[src/rtl/wdc_pkg.sv]
package wdc_pkg;

   // ------------------------------------------------------------
   // register map
   // ------------------------------------------------------------
   localparam logic [7:0] WDC_CH5_HYST_OFS     = 8'h34;
   localparam logic [7:0] WDC_CH5_HIGH_OFS     = 8'h35;
   localparam logic [7:0] WDC_CH5_COUNT_OFS    = 8'h36;
   localparam logic [7:0] WDC_CH5_LOW_OFS      = 8'h37;
   localparam logic [7:0] WDC_CH6_HYST_OFS     = 8'h38;
   localparam logic [7:0] WDC_CH6_HIGH_OFS     = 8'h39;
   localparam logic [7:0] WDC_CH6_COUNT_OFS    = 8'h3a;
   localparam logic [7:0] WDC_CH6_LOW_OFS      = 8'h3b;
   localparam logic [7:0] WDC_CH_STRIDE        = 8'h04;

   // ------------------------------------------------------------
   // reset values
   // ------------------------------------------------------------
   localparam logic [7:0] WDC_HYST_RST         = 8'hf0;
   localparam logic [7:0] WDC_HIGH_RST         = 8'hff;
   localparam logic [7:0] WDC_COUNT_RST        = 8'h00;
   localparam logic [7:0] WDC_LOW_RST          = 8'h00;
   localparam logic [7:0] WDC_UNMAPPED_RD      = 8'h00;

   // ------------------------------------------------------------
   // field layout
   // ------------------------------------------------------------
   localparam int         WDC_NIB_HI_MSB       = 7;
   localparam int         WDC_NIB_HI_LSB       = 4;
   localparam int         WDC_NIB_LO_MSB       = 3;
   localparam int         WDC_NIB_LO_LSB       = 0;
   localparam int         WDC_SAMPLE_W         = 12;
   localparam int         WDC_HYST_SHIFT       = 3;
   localparam logic [2:0] WDC_CH5_SEL          = 3'h5;
   localparam logic [2:0] WDC_CH6_SEL          = 3'h6;
   localparam logic [3:0] WDC_COUNT_MAX        = 4'hf;

   // ------------------------------------------------------------
   // arithmetic helpers
   // ------------------------------------------------------------
   function automatic logic [11:0] wdc_sat_sub(input logic [11:0] a, input logic [6:0] b);
      logic [12:0] d;
      d = {1'b0, a} - {6'h00, b};
      wdc_sat_sub = d[12] ? 12'h000 : d[11:0];
   endfunction : wdc_sat_sub

   function automatic logic [11:0] wdc_sat_add(input logic [11:0] a, input logic [6:0] b);
      logic [12:0] s;
      s = {1'b0, a} + {6'h00, b};
      wdc_sat_add = s[12] ? 12'hfff : s[11:0];
   endfunction : wdc_sat_add

endpackage : wdc_pkg

[src/rtl/wdc_chan_cmp.sv]
`timescale 1ns/1ns
module wdc_chan_cmp (
   input  wire logic        clk,
   input  wire logic        sys_rst,
   input  wire logic [7:0]  hystRegVal,
   input  wire logic [7:0]  highRegVal,
   input  wire logic [7:0]  countRegVal,
   input  wire logic [7:0]  lowRegVal,
   input  wire logic        sampleStrobe,
   input  wire logic [11:0] sampleData,
   output logic             beyondState,
   output logic             eventSet
);

   // ------------------------------------------------------------
   // limit assembly
   // ------------------------------------------------------------
   logic [11:0] highLimit;
   logic [11:0] lowLimit;
   logic [6:0]  hystAmount;
   logic [3:0]  sampleCount;
   logic [11:0] highRelease;
   logic [11:0] lowRelease;
   logic        aboveNow;
   logic        belowNow;
   logic        beyondNow;
   logic        above_reg;
   logic        below_reg;
   logic [3:0]  run_reg;

   assign highLimit   = {highRegVal,
                         hystRegVal[wdc_pkg::WDC_NIB_HI_MSB:wdc_pkg::WDC_NIB_HI_LSB]};
   assign lowLimit    = {lowRegVal,
                         countRegVal[wdc_pkg::WDC_NIB_HI_MSB:wdc_pkg::WDC_NIB_HI_LSB]};
   assign hystAmount  = {hystRegVal[wdc_pkg::WDC_NIB_LO_MSB:wdc_pkg::WDC_NIB_LO_LSB],
                         3'h0};
   assign sampleCount = countRegVal[wdc_pkg::WDC_NIB_LO_MSB:wdc_pkg::WDC_NIB_LO_LSB];

   // ------------------------------------------------------------
   // window test with hysteresis
   // ------------------------------------------------------------
   assign highRelease = wdc_pkg::wdc_sat_sub(highLimit, hystAmount);
   assign lowRelease  = wdc_pkg::wdc_sat_add(lowLimit, hystAmount);
   assign aboveNow    = above_reg ? (sampleData > highRelease)
                                  : (sampleData > highLimit);
   assign belowNow    = below_reg ? (sampleData < lowRelease)
                                  : (sampleData < lowLimit);
   assign beyondNow   = aboveNow | belowNow;

   always_ff @(posedge clk) begin
      if (sys_rst) begin
         above_reg <= 1'b0;
         below_reg <= 1'b0;
      end else if (sampleStrobe) begin
         above_reg <= aboveNow;
         below_reg <= belowNow;
      end
   end

   // ------------------------------------------------------------
   // consecutive sample counter
   // ------------------------------------------------------------
   always_ff @(posedge clk) begin
      if (sys_rst) begin
         run_reg <= 4'h0;
      end else if (sampleStrobe) begin
         if (!beyondNow) begin
            run_reg <= 4'h0;
         end else if (run_reg != wdc_pkg::WDC_COUNT_MAX) begin
            run_reg <= run_reg + 4'h1;
         end
      end
   end

   // fires on the (n+1)th consecutive beyond sample and after
   assign eventSet    = sampleStrobe & beyondNow & (run_reg >= sampleCount);
   assign beyondState = above_reg | below_reg;

endmodule : wdc_chan_cmp

[src/rtl/wdc_limits.sv]
`timescale 1ns/1ns
module wdc_limits (
   input  wire logic        clk,
   input  wire logic        sys_rst,
   input  wire logic [7:0]  regAddr,
   input  wire logic [7:0]  regWrData,
   input  wire logic        regWrEn,
   input  wire logic        regRdEn,
   output logic [7:0]       regRdData,
   output logic             regHit,
   input  wire logic        sampleValid,
   input  wire logic [2:0]  sampleChannel,
   input  wire logic [11:0] sampleData,
   input  wire logic [1:0]  eventClear,
   output logic [1:0]       eventFlag,
   output logic [1:0]       beyondState
);

   // ------------------------------------------------------------
   // configuration registers
   // ------------------------------------------------------------
   logic [7:0] hyst_reg  [2];
   logic [7:0] high_reg  [2];
   logic [7:0] count_reg [2];
   logic [7:0] low_reg   [2];
   logic [7:0] rdData_reg;
   logic       hit_reg;
   logic [1:0] flag_reg;
   logic [1:0] eventSet;
   logic [1:0] chStrobe;

   always_ff @(posedge clk) begin
      if (sys_rst) begin
         for (int c = 0; c < 2; c++) begin
            hyst_reg[c]  <= wdc_pkg::WDC_HYST_RST;
            high_reg[c]  <= wdc_pkg::WDC_HIGH_RST;
            count_reg[c] <= wdc_pkg::WDC_COUNT_RST;
            low_reg[c]   <= wdc_pkg::WDC_LOW_RST;
         end
      end else if (regWrEn) begin
         if (regAddr == wdc_pkg::WDC_CH5_HYST_OFS) begin
            hyst_reg[0] <= regWrData;
         end else if (regAddr == wdc_pkg::WDC_CH5_HIGH_OFS) begin
            high_reg[0] <= regWrData;
         end else if (regAddr == wdc_pkg::WDC_CH5_COUNT_OFS) begin
            count_reg[0] <= regWrData;
         end else if (regAddr == wdc_pkg::WDC_CH5_LOW_OFS) begin
            low_reg[0] <= regWrData;
         end else if (regAddr == wdc_pkg::WDC_CH6_HYST_OFS) begin
            hyst_reg[1] <= regWrData;
         end else if (regAddr == wdc_pkg::WDC_CH6_HIGH_OFS) begin
            high_reg[1] <= regWrData;
         end else if (regAddr == wdc_pkg::WDC_CH6_COUNT_OFS) begin
            count_reg[1] <= regWrData;
         end else if (regAddr == wdc_pkg::WDC_CH6_LOW_OFS) begin
            low_reg[1] <= regWrData;
         end
      end
   end

   // ------------------------------------------------------------
   // read port
   // ------------------------------------------------------------
   always_ff @(posedge clk) begin
      if (sys_rst) begin
         rdData_reg <= wdc_pkg::WDC_UNMAPPED_RD;
         hit_reg    <= 1'b0;
      end else if (regRdEn) begin
         hit_reg <= 1'b1;
         if (regAddr == wdc_pkg::WDC_CH5_HYST_OFS) begin
            rdData_reg <= hyst_reg[0];
         end else if (regAddr == wdc_pkg::WDC_CH5_HIGH_OFS) begin
            rdData_reg <= high_reg[0];
         end else if (regAddr == wdc_pkg::WDC_CH5_COUNT_OFS) begin
            rdData_reg <= count_reg[0];
         end else if (regAddr == wdc_pkg::WDC_CH5_LOW_OFS) begin
            rdData_reg <= low_reg[0];
         end else if (regAddr == wdc_pkg::WDC_CH6_HYST_OFS) begin
            rdData_reg <= hyst_reg[1];
         end else if (regAddr == wdc_pkg::WDC_CH6_HIGH_OFS) begin
            rdData_reg <= high_reg[1];
         end else if (regAddr == wdc_pkg::WDC_CH6_COUNT_OFS) begin
            rdData_reg <= count_reg[1];
         end else if (regAddr == wdc_pkg::WDC_CH6_LOW_OFS) begin
            rdData_reg <= low_reg[1];
         end else begin
            rdData_reg <= wdc_pkg::WDC_UNMAPPED_RD;
            hit_reg    <= 1'b0;
         end
      end
   end

   assign regRdData = rdData_reg;
   assign regHit    = hit_reg;

   // ------------------------------------------------------------
   // per-channel comparators
   // ------------------------------------------------------------
   assign chStrobe[0] = sampleValid & (sampleChannel == wdc_pkg::WDC_CH5_SEL);
   assign chStrobe[1] = sampleValid & (sampleChannel == wdc_pkg::WDC_CH6_SEL);

   wdc_chan_cmp u_cmpCh5 (
      .clk          (clk),
      .sys_rst      (sys_rst),
      .hystRegVal   (hyst_reg[0]),
      .highRegVal   (high_reg[0]),
      .countRegVal  (count_reg[0]),
      .lowRegVal    (low_reg[0]),
      .sampleStrobe (chStrobe[0]),
      .sampleData   (sampleData),
      .beyondState  (beyondState[0]),
      .eventSet     (eventSet[0])
   );

   wdc_chan_cmp u_cmpCh6 (
      .clk          (clk),
      .sys_rst      (sys_rst),
      .hystRegVal   (hyst_reg[1]),
      .highRegVal   (high_reg[1]),
      .countRegVal  (count_reg[1]),
      .lowRegVal    (low_reg[1]),
      .sampleStrobe (chStrobe[1]),
      .sampleData   (sampleData),
      .beyondState  (beyondState[1]),
      .eventSet     (eventSet[1])
   );

   // ------------------------------------------------------------
   // sticky event flags, set beats clear
   // ------------------------------------------------------------
   always_ff @(posedge clk) begin
      if (sys_rst) begin
         flag_reg <= 2'h0;
      end else begin
         flag_reg <= (flag_reg & ~eventClear) | eventSet;
      end
   end

   assign eventFlag = flag_reg;

endmodule : wdc_limits

[config.mk]
export PLATFORM = sky130hd
export DESIGN_NAME = wdc_limits
export DESIGN_NICKNAME = d
export VERILOG_FILES = /design/src/rtl/wdc_pkg.sv /design/src/rtl/wdc_chan_cmp.sv /design/src/rtl/wdc_limits.sv
export SDC_FILE = /design/constraint.sdc
export NUM_CORES = 1
export LEC_CHECK = 0
export BUFFER_PORTS_ARGS = -buffer_cell sky130_fd_sc_hd__buf_4
export CORE_ASPECT_RATIO = 0.7
export CORE_MARGIN = 8
export CORE_UTILIZATION = 60
export CTS_CLUSTER_SIZE = 12
export DETAILED_ROUTE_END_ITERATION = 7
export PLACE_DENSITY = 0.88
export SLEW_MARGIN = 40
export SYNTH_ARGS = -nofsm -noshare
export SYNTH_HDL_FRONTEND = slang
export SYNTH_HIERARCHICAL = 1
export SYNTH_SLANG_ARGS = --single-unit
[constraint.sdc]
create_clock -name clk -period 5.2 [get_ports clk]
set_input_delay 0.78 -clock clk [delete_from_list [all_inputs] [get_ports clk]]
set_output_delay 0.78 -clock clk [all_outputs]
set_load 0.02 [all_outputs]
==> flow_metrics.py, run 1 <==
metrics = {
    "outcome": {
        "status": "finished clean",
    },
    "grt": {
        "antenna_found_initial": 0,
        "gr-usage-all-layers": 0.281,
        "grt_pass1_wl_mm": 34.6,
        "overflow": 0,
        "grt_pass1_vias": 6393,
        "grt_start_max_net_pins": 36,
    },
    "cts": {
        "cts_hold_buf": 0,
        "clock_latency_ns": 0.35,
        "cts.path.max_buffers": 2,
        "cts_tree": "done",
        "htree_levels": 3,
        "cts_resized": 0,
        "cts-root-buf": "clkbuf_16",
        "cts_buffers": 9,
        "cts_setup_buffers": 0,
        "clk_pin_slew_ns": 0.07,
        "clock_sinks": 87,
    },
    "floorplanning": {
        "top_level_ports": 51,
        "fp.dieH_um": 109,
        "fp.dieW_um": 148,
        "initial_core_util": 0.621,
        "row_count": 33,
        "core_mm2": 0.0118,
        "die-area_mm2": 0.0161,
    },
    "synthesis": {
        "yosysWarningCount": 6,
        "synth_edf_count": 64,
        "synth_async_sr_flop_share": 0,
        "syn_nets": 905,
        "ys_types": 76,
        "synth_seq_cells": 87,
        "synth_area_mm2": 0.00734,
        "syn_area_per_cell_um2": 9.85,
        "netlist_instances": 745,
        "yosysSeqAreaShare": 0.325,
        "synth_ff_type": "edfxtp_1",
    },
    "route": {
        "dr.pass1.iters": 5,
        "viasPerCell": 6.75,
        "drc": 0,
        "vias": 6444,
        "wirelength_mm": 22.9,
        "routed_wire_length_per_instance_um": 24.0,
        "drt_iter0_markers": 725,
        "final_antenna_net_count": 0,
    },
    "cells_and_area": {
        "finalInstanceArea_mm2": 0.00814,
        "antennaDiodeCount": 0,
        "drive_above_1_share": 0.152,
        "nNetsFinal": 952,
        "syn_to_final_growth_pct": 10.9,
        "fin_util": 0.689,
        "finalNonFillerCells": 954,
    },
    "sta": {
        "fin_crit_ns": 3.82,
        "final-setup-viol-count": 0,
        "maxSlewViolCount": 0,
        "rsz0062_at_grt": "no",
        "max_freq_ghz": 0.261,
        "tightest_slew_ns": 0.655,
        "setup_tns_ns": 0,
        "max_slew_margin": 0.563,
        "min_period_over_period": 0.735,
        "finClkSkew_ns": 0.0150,
        "hold_viol": 0,
    },
    "power": {
        "powerDensity_mw_per_mm2": 239,
        "ir_drop_uv": 249,
        "leakage_nw": 3.55,
    },
    "flow_run": {
        "drv_cap": 0,
    },
    "place": {
        "placed_area_mm2": 0.00784,
        "place.detailed.hpwl_mm": 17.7,
        "dp.cells": 938,
        "gp_congestion": 0.985,
        "port_buffers": 50,
    },
    "critical_path": {
        "crit_fanout": 5,
        "cp_data_arrival_time_ns": 4.04,
        "end_kind": "register",
        "worstSetupPathType": "reg2reg",
        "critPathRequiredTime_ns": 5.42,
        "startpoint_type": "register",
    },
    "hold_path": {
        "hold_path_class": "reg2reg",
    },
}
## worst max-delay path, stage by stage, from the launching register on
cell and delay [ns]:
edfxtp_1 0.44, ha_1 0.26, fa_1 0.42, a21o_1 0.18, a21oi_1 0.23, nor2_1 0.10, nand2_1 0.09, xnor2_1 0.11
nor2_1 0.06, ha_1 0.32, nand4_1 0.15, o32ai_1 0.40, nor4b_2 0.10, o2bb2ai_1 0.20, nor3_2 0.37, nor2_1 0.10
a21oi_1 0.12, nor2_1 0.05
## final timing paths
path	start	end	slack, ns	cells after the start
worst max-delay path	hyst_reg[0][0]	eventFlag[0]	1.38	17
worst min-delay path	regHit	regHit	0.48	2
worst max register to register	hyst_reg[0][0]	eventFlag[0]	1.38	17
worst min register to register	regHit	regHit	0.48	2
## placed cells by master (no fill, tap or decap), drive strengths merged, types with 16 or more instances in the layout
cell type  synthesis  routed
ha               118     118
o21ai             23      23
and2              26      26
a21oi             48      48
nor2              50      50
buf               12      52
edfxtp            64      64
nor3              17      17
nand2             48      48
inv               66      71
mux2i             16      16
nor2b             20      20
dfxtp             23      23
nand4             25      25
nand2b            31      31
## power breakdown
| group | switching (mW) | internal [mW] |
|---|---|---|
| logic | 0.278 | 0.199 |
| clock network | 0.308 | 0.339 |
| registers | 0.0442 | 0.773 |
| total | 0.630 | 1.31 |
## cells in the mapped netlist, types with 10 or more instances
library cell,count,share of area
nand2b_1,30,0.026
edfxtp_1,64,0.26
ha_1,118,0.20
nor2b_1,19,0.016
nand3_1,14,0.0095
inv_1,65,0.033
and2_1,26,0.022
a211oi_1,13,0.013
nand2_1,48,0.025
nand4_1,23,0.020
mux2i_1,16,0.022
o21ai_0,20,0.014
or2_2,10,0.0085
xnor2_1,10,0.012
a21oi_1,48,0.033
nor3_1,15,0.010
dfxtp_1,23,0.063
nor2_1,49,0.025
## through the flow
stage,power [mW],hold WS [ns],setup slack (ns)
after floorplan,1.12,0.473,1.90
final,1.94,0.481,1.38
after global routing,2.00,0.514,1.14
after global placement,1.25,0.474,1.61
after CTS,1.92,0.480,1.44
after detailed placement,1.28,0.468,1.45
## metal layers
metal  part of all wire  GRT usage
met1               0.39      0.340
met2               0.44      0.438
met3               0.14      0.108
met4              0.037      0.132
met5             0.0014     0.0147
## logic make-up (layout without fill, tap and decap cells)
kind of cell,count (synthesis),count (layout),share of synthesized area
compound gates,154,154,0.150
xor+xnor,15,15,0.0179
fa+ha+maj,122,122,0.212
buf+inv,82,134,0.0462
flops,87,87,0.325
mux,25,25,0.0494
simple gates,260,260,0.200
## layout make-up
| cell class | instances | area (um2) |
|---|---|---|
| Sequential cell | 87 | 2380 |
| Fill cell | 875 | 3670 |
| Clock buffer | 9 | 225 |
| Clock inverter | 7 | 68.8 |
| Inverter | 66 | 248 |
| Timing Repair Buffer | 52 | 390 |
| Tap cell | 157 | 196 |
| Multi-Input combinational cell | 576 | 4630 |
Power figures use the tool's default switching activity.
==> inputs of run 2 (changes only) <==
- ABC_AREA: default -> 1
- CORE_UTILIZATION: 60 -> 56
- PLACE_DENSITY: 0.88 -> 0.87
- clock period: 5.2 -> 3.2 ns (I/O delays scaled with it)
==> run 2 against run 1 <==
Net effect:
- the run now ends with DRC, setup timing left
- setup slack got worse by 1.6 ns
- global-route usage is 1.2 points lower
- clock power is 49% higher
- first-iteration DRC count grew 32%
- die area up 10%
- design area increased by 16%
- core utilization increased by 2.5 points
- area after synthesis grew 4.3%
- final cell count up 38%
- power rose by 66%
- clock-buffer cell count increased by 1
- wire length is 10% higher
- critical path type unchanged
- largest cell class unchanged
- highest routed layer is now met4
==> flow_metrics.py, run 2 <==
metrics = {
    "sta": {
        "finClkSkew_ns": 0.00877,
        "max_slew_margin": 0.639,
        "final-setup-viol-count": 12,
        "rsz0062_at_grt": "yes",
        "max_freq_ghz": 0.291,
        "fin_crit_ns": 3.43,
        "hold_viol": 0,
        "whs_ns": 0.430,
        "maxSlewViolCount": 0,
        "setup_ws_ns": -0.233,
        "tightest_slew_ns": 0.541,
        "min_period_over_period": 1.07,
    },
    "critical_path": {
        "slowest_stage": "edfxtp_1",
        "critPathRequiredTime_ns": 3.49,
        "crit_fanout": 6,
        "worstSetupPathType": "reg2reg",
        "end_kind": "register",
        "cp_slowest_stage_delay_ns": 0.47,
        "r2r_setup_slack_ns": -0.23,
        "startpoint_type": "register",
        "r2r_cells": 20,
        "path_cells": "ha_4, fa_2, nand2_2, a21oi_2, or2_1, nand2_2, nor3_1, nor3_1, ha_1, a21oi_1, nor2_1, a211oi_2, o21ai_2, nor2_4, nand2_4, nand3_4, nand2_2, nor2_2, a21oi_2, nor2_1",
        "cp_data_arrival_time_ns": 3.72,
        "crit_top_cell": "nand2_2",
    },
    "route": {
        "wirelength_mm": 25.3,
        "drt_iter0_markers": 958,
        "drc": 4,
        "routed_wire_length_per_instance_um": 19.2,
        "viasPerCell": 5.86,
        "dr.pass1.iters": 8,
        "vias": 7690,
        "final_antenna_net_count": 0,
    },
    "cts": {
        "clock_sinks": 87,
        "cts_tree": "done",
        "cts_hold_buf": 0,
        "cts-root-buf": "clkbuf_16",
        "cts_buffers": 9,
        "cts.path.max_buffers": 2,
        "htree_levels": 3,
        "clk_pin_slew_ns": 0.06,
        "clock_latency_ns": 0.35,
    },
    "grt": {
        "overflow": 0,
        "antenna_found_initial": 0,
        "grt_start_max_net_pins": 25,
        "gr-usage-all-layers": 0.270,
        "grt_pass1_vias": 7179,
        "grt_pass1_wl_mm": 37.0,
    },
    "floorplanning": {
        "top_level_ports": 51,
        "initial_core_util": 0.577,
        "row_count": 35,
        "die-area_mm2": 0.0177,
        "fp.dieW_um": 156,
        "fp.dieH_um": 114,
        "core_mm2": 0.0133,
    },
    "synthesis": {
        "netlist_instances": 993,
        "synth_seq_cells": 87,
        "synthTopCellsByArea": "edfxtp_1 (25%), ha_1 (19%), nand2_1 (9.3%), inv_1 (8.4%), dfxtp_1 (6.0%)",
        "synth_edf_count": 64,
        "synth_area_mm2": 0.00765,
        "ys_types": 45,
        "syn_area_per_cell_um2": 7.71,
        "synth_top_area_cell": "edfxtp_1",
        "synth_top_area_share": 0.251,
        "yosysWarningCount": 6,
        "synthTopCellsByCount": "nand2_1 (189), inv_1 (171), ha_1 (118)",
        "synth_ff_type": "edfxtp_1",
        "syn_nets": 1153,
        "synth_most_common_cell": "nand2_1",
        "synth_async_sr_flop_share": 0,
        "yosysSeqAreaShare": 0.311,
    },
    "place": {
        "place.detailed.hpwl_mm": 19.1,
        "gp_congestion": 1.03,
        "port_buffers": 50,
    },
    "cells_and_area": {
        "final_common_cell": "nand2_1",
        "syn_to_final_growth_pct": 23.8,
        "drive_above_1_share": 0.246,
        "fillers": 999,
        "fin_util": 0.714,
        "nNetsFinal": 1283,
        "layout_common_cells": "nand2_1 (173), inv_1 (164), buf_4 (123)",
        "antennaDiodeCount": 0,
    },
    "power": {
        "ir_drop_uv": 448,
        "leakage_nw": 4.59,
        "powerDensity_mw_per_mm2": 341,
    },
    "hold_path": {
        "hold_path_depth": 2,
        "hold_path_class": "in2reg",
    },
    "flow_run": {
        "drv_cap": 0,
    },
    "outcome": {
        "violations": "DRC, setup timing",
        "status": "finished with violations",
    },
}
==> run 2: cell count changes after synthesis, moves of 10 or more <==
cell,delta
nor2b_1,-19
nor2_1,+33
nand3_1,+57
nand2b_1,-30
inv_2,+10
and2_1,-26
inv_1,+106
mux2i_1,-16
a21oi_1,+34
nand2_1,+141
o21ai_1,+12
==> run 2: repair_timing <==
item | in CTS | in global routing
buffers inserted | 10 | 20
gates resized for setup | 33 | 70
setup endpoints to repair | 11 | 13
pin swaps | 17 | 73
==> run 2: where the power goes <==
| group | leakage [nW] | switching [mW] | internal (mW) |
|---|---|---|---|
| Clock | 0.124 | 0.439 | 0.522 |
| Combinational | 3.65 | 0.550 | 0.393 |
| Sequential | 0.808 | 0.0676 | 1.26 |
| Total | 4.59 | 1.06 | 2.17 |
==> run 2: metrics by stage <==
stage	cell area (um2)	worst slack (ns)	power, mW	std cells	TNS, ns
4_1_cts	9050	-0.131	3.10	1293	-0.596
5_1_grt	9480	-0.398	3.36	1313	-4.25
6_report	9480	-0.233	3.23	1313	-2.10
3_5_place_dp	8580	-0.278	2.11	1267	-1.97
3_3_place_gp	8580	-0.0652	2.07	1267	-0.444
2_1_floorplan	7650	0.163	1.81	993	0
==> run 2: per-layer routing <==
metal / GRT usage / share of wire / vias up
met2: 0.411 / 0.44 / 515
li1: - / - / 3581
met1: 0.353 / 0.40 / 3522
met3: 0.0907 / 0.14 / 72
met4: 0.0857 / 0.028 / 0
met5: 0 / 0 / -
==> run 2: cell families after synthesis <==
family          after synthesis  synth area share
compound gates              155             0.113
fa+ha+maj                   122             0.203
flops                        87             0.311
simple gates                426             0.265
buf+inv                     195            0.0986
xor+xnor                      8           0.00915
==> run 2: worst paths after layout <==
check                                     to            from
worst max-delay path            eventFlag[0]  hyst_reg[0][0]
worst min register to register  regRdData[1]    regRdData[1]
worst min-delay path                  regHit         regRdEn
worst max register to register  eventFlag[0]  hyst_reg[0][0]
==> run 2: critical path, delay by kind of cell (launching register included) <==
kind | cells | cell delay [ns]
AO/OA/AOI/OAI | 5 | 0.55
flip-flops | 1 | 0.47
AND/OR/NAND/NOR | 12 | 1.45
adder cells (fa/ha/maj) | 3 | 0.89
==> run 2: layout make-up <==
| class | instances | area (um2) | area share |
|---|---|---|---|
| clock buffers | 10 | 229 | 0.0242 |
| clock inverters | 6 | 36.3 | 0.00383 |
| inverters | 184 | 694 | 0.0733 |
| multi-input cells | 711 | 4900 | 0.517 |
| flip-flops and latches | 87 | 2380 | 0.251 |
| well taps | 185 | 231 | 0.0244 |
| repair buffers | 130 | 1000 | 0.106 |
==> inputs of run 3 (changes only) <==
- ABC_AREA: 1 -> default
- MAX_ROUTING_LAYER: default -> met4
- SKIP_CTS_REPAIR_TIMING: default -> 1
==> run 3 against run 2 <==
Net effect:
- the flow finishes with violations (setup timing)
- combinational power up 4.2%
- maximum frequency down 3.4%
- flip-flop and latch count unchanged
- non-clock buffer count up 18
- critical path depth down 4
- setup slack worse by 0.12 ns
- via count down 8.3%
- clock-buffer cell count unchanged
- sequential share of layout area up 0.93 points
- critical endpoint is now u_cmpCh5/run_reg[2]
==> flow_metrics.py, run 3 (synthesis gave the netlist of run 1 again) <==
metrics = {
    "outcome": {
        "status": "finished with violations",
        "violations": "setup timing",
    },
    "critical_path": {
        "worstSetupPathType": "reg2reg",
        "cp_data_arrival_time_ns": 3.80,
        "crit_top_cell": "buf_4",
        "slowest_stage": "edfxtp_1",
        "critPathBufInv": 2,
        "critPathRequiredTime_ns": 3.44,
        "crit_family": "compound AO/OA/AOI/OAI gates",
        "crit_fanout": 5,
        "startpoint_type": "register",
        "path_cells": "buf_4, fa_2, a21o_1, a21oi_2, nor2_2, nand2_1, xnor2_1, nor2_1, ha_1, a211oi_2, o32ai_2, nor4b_2, o2bb2ai_2, nor3_4, buf_4, a2111oi_4",
        "end_kind": "register",
        "cp_slowest_stage_delay_ns": 0.43,
    },
    "cells_and_area": {
        "fillers": 846,
        "drive_above_1_share": 0.296,
        "nNetsFinal": 1048,
        "syn_to_final_growth_pct": 24.6,
        "layout_common_cells": "buf_4 (144), ha_1 (113), inv_1 (65)",
        "fin_util": 0.705,
        "finalInstanceArea_mm2": 0.00914,
        "antennaDiodeCount": 0,
        "final_common_cell": "buf_4",
    },
    "sta": {
        "final-setup-viol-count": 13,
        "hold_viol": 0,
        "fin_crit_ns": 3.55,
        "max_freq_ghz": 0.281,
        "rsz0062_at_grt": "yes",
        "tightest_slew_ns": 0.927,
        "max_slew_margin": 0.375,
        "setup_ws_ns": -0.354,
        "setup_tns_ns": -2.05,
        "finClkSkew_ns": 0.0135,
        "min_period_over_period": 1.11,
        "maxSlewViolCount": 0,
    },
    "cts": {
        "clock_latency_ns": 0.35,
        "cts_buffers": 9,
        "cts-root-buf": "clkbuf_16",
        "cts.path.max_buffers": 2,
        "clk_pin_slew_ns": 0.07,
        "htree_levels": 3,
        "cts_tree": "done",
        "clock_sinks": 87,
    },
    "place": {
        "gp_congestion": 0.982,
        "port_buffers": 50,
        "place.detailed.hpwl_mm": 18.0,
        "placed_area_mm2": 0.00845,
    },
    "route": {
        "drc": 0,
        "drt_iter0_markers": 877,
        "dr.pass1.iters": 6,
        "viasPerCell": 6.66,
        "final_antenna_net_count": 0,
        "vias": 7048,
        "routed_wire_length_per_instance_um": 23.3,
        "wirelength_mm": 24.7,
    },
    "floorplanning": {
        "row_count": 35,
        "top_level_ports": 51,
        "initial_core_util": 0.566,
        "die-area_mm2": 0.0171,
        "core_mm2": 0.0130,
        "fp.dieH_um": 112,
        "fp.dieW_um": 153,
    },
    "grt": {
        "grt_start_max_net_pins": 36,
        "gr-usage-all-layers": 0.269,
        "overflow": 0,
        "antenna_found_initial": 0,
        "grt_pass1_vias": 6385,
        "grt_pass1_wl_mm": 35.3,
    },
    "hold_path": {
        "hold_path_class": "in2reg",
    },
    "power": {
        "powerDensity_mw_per_mm2": 370,
        "ir_drop_uv": 313,
        "leakage_nw": 4.07,
    },
    "flow_run": {
        "drv_cap": 0,
    },
}
[run 3: changes by cell type in the layout (fill, tap and decap cells not counted), sizes merged, moves of 10 or more]
cell	change
a21oi	-35
nand3	-66
nor2b	+20
nand2	-156
and2	+26
a211oi	+10
mux2i	+16
nand2b	+31
nor2	-44
o21ai	-20
inv	-115
buf	+18
[run 3: through the flow]
stage	total power [mW]	hold slack, ns	setup WS (ns)	std cells
6_report	3.38	0.449	-0.354	1059
5_1_grt	3.50	0.445	-0.444	1059
4_1_cts	3.23	0.436	-0.374	1040
3_5_place_dp	2.18	0.481	-0.353	1024
3_3_place_gp	2.14	0.474	-0.233	1024
2_1_floorplan	1.83	0.473	0.00381	745
[run 3: area by class of cell]
cell class	count	area (um2)	area share
Inverter	66	248	0.0271
Sequential cell	87	2380	0.261
Tap cell	166	208	0.0227
Clock buffer	10	229	0.0250
Multi-Input combinational cell	576	4880	0.534
Clock inverter	6	66.3	0.00725
Timing Repair Buffer	148	1130	0.123
[run 3: power by group]
group	switching [mW]	leakage, nW	internal, mW
clock	0.465	0.148	0.611
sequential	0.0635	0.808	1.26
combinational	0.532	3.11	0.451
total	1.06	4.07	2.32
[run 3: worst paths after layout]
path / from / endpoint / slack, ns / cells after the start
worst max-delay path: hyst_reg[0][1] / u_cmpCh5/run_reg[2] / -0.35 / 16
worst min-delay path: regRdEn / regRdData[0] / 0.45 / 2
worst max register to register: hyst_reg[0][1] / u_cmpCh5/run_reg[2] / -0.35 / 16
worst min register to register: regRdData[6] / regRdData[6] / 0.50 / 2
[run 3: metal layers]
metal	vias to the layer above	wire [um]	global-route usage
li1	3056	-	-
met1	3331	9710	0.356
met2	537	10700	0.393
met3	124	3050	0.0697
met4	0	1220	0.0913
met5	-	0	-
[run 3: worst register-to-register path, cell delays in order (launching register included)]
cell	delay, ns
edfxtp_1	0.43
buf_4	0.18
fa_2	0.40
a21o_1	0.17
a21oi_2	0.19
nor2_2	0.07
nand2_1	0.08
xnor2_1	0.12
nor2_1	0.06
ha_1	0.33
a211oi_2	0.23
o32ai_2	0.13
nor4b_2	0.36
o2bb2ai_2	0.20
nor3_4	0.10
buf_4	0.15
a2111oi_4	0.26
